### src/logic/gdc_map.svh
`ifndef GDC_MAP_SVH
`define GDC_MAP_SVH

// Clock rate in kHz and timing figures in their own units
`define GDC_CLK_KHZ          100000
`define GDC_RESTART_WAIT_MS  2000
`define GDC_SHDN_PULSE_NS    3000
`define GDC_FAULT_SETTLE_NS  300

// Derived cycle counts (least times, rounded up)
`define GDC_RESTART_CYC  ((`GDC_RESTART_WAIT_MS * `GDC_CLK_KHZ))
`define GDC_SHDN_CYC     ((`GDC_SHDN_PULSE_NS * (`GDC_CLK_KHZ / 1000) + 999) / 1000)
`define GDC_SETTLE_CYC   ((`GDC_FAULT_SETTLE_NS * (`GDC_CLK_KHZ / 1000) + 999) / 1000)

// Dead time default in cycles
`define GDC_DEAD_CYC     100

// Phase indices
`define GDC_PH_U  0
`define GDC_PH_V  1
`define GDC_PH_W  2

`endif

### src/logic/gdc_pkg.sv
package gdc_pkg;

  typedef enum logic [1:0] {
    GDC_RUN     = 2'b00,
    GDC_TRIPPED = 2'b01,
    GDC_WAIT    = 2'b10,
    GDC_SHDN    = 2'b11
  } gdc_state_t;

  typedef struct packed {
    logic hi;
    logic lo;
  } gdc_cmd_t;

  typedef struct packed {
    logic fault_in;
    logic fault_out;
    logic fault_oe;
  } gdc_od_t;

endpackage

### src/logic/gdc_dead_time.sv
`timescale 1ns/10ps
`include "gdc_map.svh"

// One phase: dead time between high and low side commands
module gdc_dead_time
  import gdc_pkg::*;
#(
  parameter int DEAD_CYC = `GDC_DEAD_CYC
) (
  input  wire logic     clk,
  input  wire logic     rst_n,
  input  wire logic     enable,
  input  wire gdc_cmd_t want,
  output gdc_cmd_t      drive
);

  localparam int CW = $clog2(DEAD_CYC + 1);

  logic [CW-1:0] gap_r;
  gdc_cmd_t      drive_r;

  assign drive = drive_r;

  // ------------------------------------------------------------
  // Command gating
  // ------------------------------------------------------------
  always_ff @(posedge clk or negedge rst_n) begin
    if (!rst_n) begin
      drive_r <= '0;
      gap_r   <= '0;
    end else if (!enable) begin
      drive_r <= '0;
      gap_r   <= CW'(DEAD_CYC);
    end else if (drive_r.hi && (!want.hi || want.lo)) begin
      drive_r.hi <= 1'b0;
      gap_r      <= CW'(DEAD_CYC);
    end else if (drive_r.lo && (!want.lo || want.hi)) begin
      drive_r.lo <= 1'b0;
      gap_r      <= CW'(DEAD_CYC);
    end else if (gap_r != '0) begin
      gap_r <= gap_r - 1'b1;
    end else if (!drive_r.hi && !drive_r.lo) begin
      if (want.hi && !want.lo) begin
        drive_r.hi <= 1'b1;
      end else if (want.lo && !want.hi) begin
        drive_r.lo <= 1'b1;
      end
    end
  end

endmodule

### src/logic/gdc_ctrl.sv
`timescale 1ns/10ps
`include "gdc_map.svh"

// Overview of operation
// - Controller drops all commands on fault
// - Controller waits two seconds before restart
// - Shutdown low and high last 3 us or more
// - V-phase sense routed to U or W input
// - Controller inserts dead time itself
module gdc_ctrl
  import gdc_pkg::*;
#(
  parameter int RESTART_CYC = `GDC_RESTART_CYC,
  parameter int SHDN_CYC    = `GDC_SHDN_CYC,
  parameter int SETTLE_CYC  = `GDC_SETTLE_CYC,
  parameter int DEAD_CYC    = `GDC_DEAD_CYC
) (
  input  wire logic       clk,
  input  wire logic       resetn,
  input  wire logic [2:0] user_high_cmd,
  input  wire logic [2:0] user_low_cmd,
  input  wire logic       user_enable,
  input  wire logic       user_shutdown,
  input  wire logic       fault_line_in,
  output logic            fault_line_out,
  output logic            fault_line_oe,
  output logic [2:0]      ctrl_high_side_out,
  output logic [2:0]      ctrl_low_side_out,
  output logic            fault_seen,
  output logic            running
);

  localparam int RW = $clog2(RESTART_CYC + 1);
  localparam int SW = $clog2(SHDN_CYC + SETTLE_CYC + 1);

  // ------------------------------------------------------------
  // Reset and pin synchronisers
  // ------------------------------------------------------------
  logic       rst_meta_r;
  logic       rst_n_r;
  logic       flt_meta_r;
  logic       flt_sync_r;

  always_ff @(posedge clk or negedge resetn) begin
    if (!resetn) begin
      rst_meta_r <= 1'b0;
      rst_n_r    <= 1'b0;
    end else begin
      rst_meta_r <= 1'b1;
      rst_n_r    <= rst_meta_r;
    end
  end

  always_ff @(posedge clk or negedge rst_n_r) begin
    if (!rst_n_r) begin
      flt_meta_r <= 1'b1;
      flt_sync_r <= 1'b1;
    end else begin
      flt_meta_r <= fault_line_in;
      flt_sync_r <= flt_meta_r;
    end
  end

  // ------------------------------------------------------------
  // Sequencer
  // ------------------------------------------------------------
  gdc_state_t    state_r;
  gdc_state_t    state_nxt;
  logic [RW-1:0] wait_r;
  logic [SW-1:0] shdn_r;
  logic          drv_low_r;
  logic [2:0]    drv_hist_r;
  logic          fault_low;

  // V sense shares the U/W input on the board
  // Own pulldown is masked until the synchronised line has caught up,
  // so a self-issued shutdown is never read as a fault
  assign fault_low = !flt_sync_r && !drv_low_r && (drv_hist_r == 3'h0);

  always_ff @(posedge clk or negedge rst_n_r) begin
    if (!rst_n_r) begin
      drv_hist_r <= 3'h0;
    end else begin
      drv_hist_r <= {drv_hist_r[1:0], drv_low_r};
    end
  end

  always_comb begin
    state_nxt = state_r;
    unique case (state_r)
      GDC_RUN: begin
        if (fault_low) begin
          state_nxt = GDC_TRIPPED;
        end else if (user_shutdown) begin
          state_nxt = GDC_SHDN;
        end
      end
      GDC_TRIPPED: begin
        if (flt_sync_r) begin
          state_nxt = GDC_WAIT;
        end
      end
      GDC_WAIT: begin
        if (fault_low) begin
          state_nxt = GDC_TRIPPED;
        end else if (wait_r == '0) begin
          state_nxt = GDC_RUN;
        end
      end
      GDC_SHDN: begin
        if (shdn_r == '0 && !drv_low_r) begin
          state_nxt = GDC_WAIT;
        end
      end
    endcase
  end

  always_ff @(posedge clk or negedge rst_n_r) begin
    if (!rst_n_r) begin
      state_r <= GDC_WAIT;
    end else begin
      state_r <= state_nxt;
    end
  end

  always_ff @(posedge clk or negedge rst_n_r) begin
    if (!rst_n_r) begin
      wait_r <= RW'(RESTART_CYC);
    end else if (state_r != GDC_WAIT || fault_low) begin
      wait_r <= RW'(RESTART_CYC);
    end else if (wait_r != '0) begin
      wait_r <= wait_r - 1'b1;
    end
  end

  // Shutdown pulse low then high, each 3 us or more
  always_ff @(posedge clk or negedge rst_n_r) begin
    if (!rst_n_r) begin
      shdn_r    <= '0;
      drv_low_r <= 1'b0;
    end else if (state_r == GDC_RUN && state_nxt == GDC_SHDN) begin
      shdn_r    <= SW'(SHDN_CYC);
      drv_low_r <= 1'b1;
    end else if (state_r == GDC_SHDN && shdn_r == '0 && drv_low_r) begin
      drv_low_r <= 1'b0;
      shdn_r    <= SW'(SHDN_CYC + SETTLE_CYC);
    end else if (shdn_r != '0) begin
      shdn_r <= shdn_r - 1'b1;
    end
  end

  // ------------------------------------------------------------
  // Commands to the device
  // ------------------------------------------------------------
  logic     phase_en;
  gdc_cmd_t drive [3];

  // Commands drop as soon as fault seen
  assign phase_en = (state_r == GDC_RUN) && !fault_low && user_enable;

  genvar g;
  generate
    for (g = 0; g < 3; g++) begin : g_ph
      gdc_dead_time #(
        .DEAD_CYC (DEAD_CYC)
      ) u_dt (
        .clk    (clk),
        .rst_n  (rst_n_r),
        .enable (phase_en),
        .want   ('{hi: user_high_cmd[g], lo: user_low_cmd[g]}),
        .drive  (drive[g])
      );
    end
  endgenerate

  always_ff @(posedge clk or negedge rst_n_r) begin
    if (!rst_n_r) begin
      ctrl_high_side_out <= '0;
      ctrl_low_side_out  <= '0;
      fault_line_out     <= 1'b0;
      fault_line_oe      <= 1'b0;
      fault_seen         <= 1'b0;
      running            <= 1'b0;
    end else begin
      for (int i = 0; i < 3; i++) begin
        ctrl_high_side_out[i] <= drive[i].hi && phase_en;
        ctrl_low_side_out[i]  <= drive[i].lo && phase_en;
      end
      fault_line_out <= 1'b0;
      fault_line_oe  <= drv_low_r;
      fault_seen     <= (state_r == GDC_TRIPPED) || fault_low;
      running        <= phase_en;
    end
  end

endmodule

### config.mk
export PLATFORM = sky130hd
export DESIGN_NAME = gdc_ctrl
export DESIGN_NICKNAME = d
export VERILOG_FILES = /design/src/logic/gdc_pkg.sv /design/src/logic/gdc_dead_time.sv /design/src/logic/gdc_ctrl.sv
export VERILOG_INCLUDE_DIRS = /design/src /design/src/logic
export SDC_FILE = /design/constraint.sdc
export NUM_CORES = 1
export LEC_CHECK = 0
export BUFFER_PORTS_ARGS = -buffer_cell sky130_fd_sc_hd__buf_2
export CORE_ASPECT_RATIO = 0.9
export CORE_UTILIZATION = 55
export CTS_CLUSTER_DIAMETER = 200
export CTS_CLUSTER_SIZE = 30
export DETAILED_ROUTE_END_ITERATION = 8
export GPL_TIMING_DRIVEN = 0
export PLACE_DENSITY = 0.76
export SETUP_SLACK_MARGIN = 0.5
export SLEW_MARGIN = 20
export SYNTH_ARGS = -nofsm -noshare
export SYNTH_HDL_FRONTEND = slang
export SYNTH_SLANG_ARGS = --single-unit
### constraint.sdc
create_clock -name clk -period 2.6 [get_ports clk]
set_clock_uncertainty 0.05 [all_clocks]
set_input_delay 0.39 -clock clk [delete_from_list [all_inputs] [get_ports clk]]
set_output_delay 0.39 -clock clk [all_outputs]
set_load 0.02 [all_outputs]
==> impl_metrics.yaml <==
power:
  power.leakage_nw: 2.00
  vdd.ir_drop.worst_v: 0.000376
  intPower_mw: 2.71
  power_frac_comb: 0.345
  p_clk_frac: 0.254
  switching_power_mw: 1.52
  pwr-share-seq: 0.401
  powerDensity_nw_per_um2: 858
  total_power_mw: 4.23
  switching_share: 0.360
yosys:
  ys_top_cells_by_area: "dfrtp_1, dfstp_2, nor2_1, xnor2_1, xor2_1"
  netlist_area_um2: 4120
  ys_types: 55
  ys.flop_type: "dfrtp_1"
  syn-instance-count: 414
  avgSynthCellArea_um2: 9.96
  synth_fp_nets: 434
  yosysSeqAreaShare: 0.502
  yosysTopAreaCellShare: 0.407
  ys_ff_latch: 82
  synth_top_area_cell: "dfrtp_1"
  yosysWarningCount: 0
  async_flop_share: 1.00
  synth_edf_count: 0
sta:
  hold_ws_ns: 0.0816
  hold_violations: 0
  slew_headroom: 0.618
  period_share: 0.821
  fin_crit_ns: 2.13
  final.setup.tns_ns: 0
  finalSetupViolations: 0
  max_freq_mhz: 468
  rsz0062_at_grt: "true"
  tightest_slew_ns: 0.574
  slew_violations: 0
  fin_ws_ns: 0.465
routing:
  wl_mm: 8.88
  drt_iter0_markers: 232
  viasPerCell: 5.81
  ant_nets: 0
  dr.pass1.iters: 5
  vias: 3284
  drc: 0
  wl_per_cell_um: 15.7
die:
  die_area_um2: 7850
  rows: 29
  die_w_um: 93.3
  ios: 21
  core_um2: 7150
  die_h_um: 84.2
  start_util: 0.577
layout:
  drive_gt1_frac: 0.246
  nets: 487
  final_common_cell: "dfrtp_1"
  n_antenna_cell: 0
  layout_common_cells: "dfrtp_1, nor2_1"
  fin_cells: 565
  fill_cells: 506
  post-route-util: 0.690
  area_delta_synth_final_pct: 19.6
  design_area_um2: 4930
critical_path:
  cp-start-kind: "flip-flop"
  cp.arrival_ns: 2.34
  worstSetupEndpointType: "flip-flop"
  path_buf_inv: 2
  reg2reg_depth: 6
  worstSetupPathType: "flip-flop to flip-flop"
  cp_num_cells: 6
  crit_chain: "or4_4 -> buf_6 -> nor4_4 -> buf_4 -> nand3_4 -> a211oi_1"
  critPathTopFamily: "simple AND/OR/NAND/NOR gates"
  worst_path_max_delay_cell: "or4_4"
  critical-path-max-stage-delay_ns: 0.56
  critPathRequiredTime_ns: 2.81
  cp_max_fo: 7
place:
  gp_congestion: 0.831
  dpl.hpwl_mm: 5.56
  dpl_cell_area_um2: 4370
  pre_cts_ws_ns: 0.146
  dp.cells: 527
  port_buffers: 19
worst_hold_path:
  hold_class: "input port to flip-flop"
  whs_path_depth: 1
run_status:
  outcome: "completed"
clock_network:
  clk_pin_slew_worst_paths_ns: 0.09
  cts-root-buf: "clkbuf_8"
  cts-buffers-inserted: 9
  clk-insertion-delay-late_ns: 0.36
  htree_num_levels: 3
  cts_buffer_depth: 2
  clock-sinks: 82
  cts_tree: "yes"
global_route:
  track_usage: 0.234
  overflow: 0
  grt_max_degree: 51
  grt_pass1_vias: 3076
  antenna_found_initial: 0
  grt_pass1_wl_mm: 14.3
job:
  max_cap_violations: 0
[power groups by stage]
stage               clock network [mW]  registers [mW]  logic, mW
floorplan                            0            1.65      0.877
detailed placement                   0            1.68       1.15
global placement                     0            1.68       1.10
global route                      1.16            1.72       1.57
finish                            1.07            1.70       1.46
CTS                               1.10            1.67       1.26
[layout make-up]
type	count	area (um^2)	share of cell area
sequential	82	2080	0.421
multi-input combinational	303	2070	0.421
timing repair buffer	42	288	0.0583
clock buffer	11	151	0.0307
tap	93	116	0.0236
clock inverter	5	85.1	0.0173
inverter	19	71.3	0.0145
buffer	10	67.6	0.0137
[logic make-up after synthesis]
family,count (synthesis),share of synthesized area
adder cells (fa/ha/maj),12,0.0346
AO/OA/AOI/OAI,75,0.117
flip-flops,82,0.502
AND/OR/NAND/NOR,183,0.248
multiplexers,2,0.00485
XOR/XNOR,29,0.0616
other,2,0.00182
buffers and inverters,29,0.0300
[Yosys cell counts (all sizes together) (6+ instances only)]
cell / number
a211oi: 6
a21oi: 21
and2: 7
dfrtp: 67
dfstp: 15
ha: 9
inv: 19
nand2: 21
nand2b: 9
nand3: 15
nand4: 9
nor2: 49
nor3: 20
nor3b: 6
nor4: 12
o21ai: 19
o31ai: 7
or3: 6
or4: 13
xnor2: 15
xor2: 14
[worst register-to-register path, delay by kind of cell (launching register included)]
kind | cells | cell delay (ns)
flip-flops | 1 | 0.46
AND/OR/NAND/NOR | 3 | 0.88
AO/OA/AOI/OAI | 1 | 0.31
buffers and inverters | 2 | 0.34
[worst paths after layout]
check	startpoint	end	slack, ns
worst max-delay path	wait_r[18]$_DFFE_PN0P_	wait_r[1]$_DFFE_PN0P_	0.47
worst min-delay path	fault_line_in	flt_meta_r$_DFF_PN1_	0.08
worst max register to register	wait_r[18]$_DFFE_PN0P_	wait_r[1]$_DFFE_PN0P_	0.47
worst min register to register	rst_n_r$_DFF_PN0_	fault_seen$_DFF_PN0_	0.22
max in group asynchronous	rst_n_r$_DFF_PN0_	flt_meta_r$_DFF_PN1_	1.64
min in group asynchronous	rst_n_r$_DFF_PN0_	fault_seen$_DFF_PN0_	0.22
[metal layers]
metal | track usage | routed length, um | vias up
met5 | 0 | 0 | -
met4 | 0.0839 | 148 | 0
met3 | 0.0752 | 520 | 19
met2 | 0.368 | 4280 | 114
met1 | 0.305 | 3930 | 1565
li1 | - | - | 1586
[state kept, by name, summed over array words and instances (netlist names)]
name / flops
wait_r: 28
fault_seen: 1
shdn_r: 9
flt_sync_r: 1
ctrl_high_side_out: 3
flt_meta_r: 1
rst_meta_r: 1
drv_hist_r: 3
running: 1
g_ph.u_dt.gap_r: 21
ctrl_low_side_out: 3
state_r: 2
drv_low_r: 1
g_ph.u_dt.drive: 6
rst_n_r: 1
[timing repair]
item / in CTS / in global routing
endpoints found under the setup margin: 31 / 57
hold buffers: 1 / 0
endpoints found under the hold margin: 2 / 0
gates cloned: 0 / 1
buffers inserted: 6 / 14
gates resized for setup: 12 / 25
pin swaps: 6 / 15
Power figures use the tool's default switching activity.
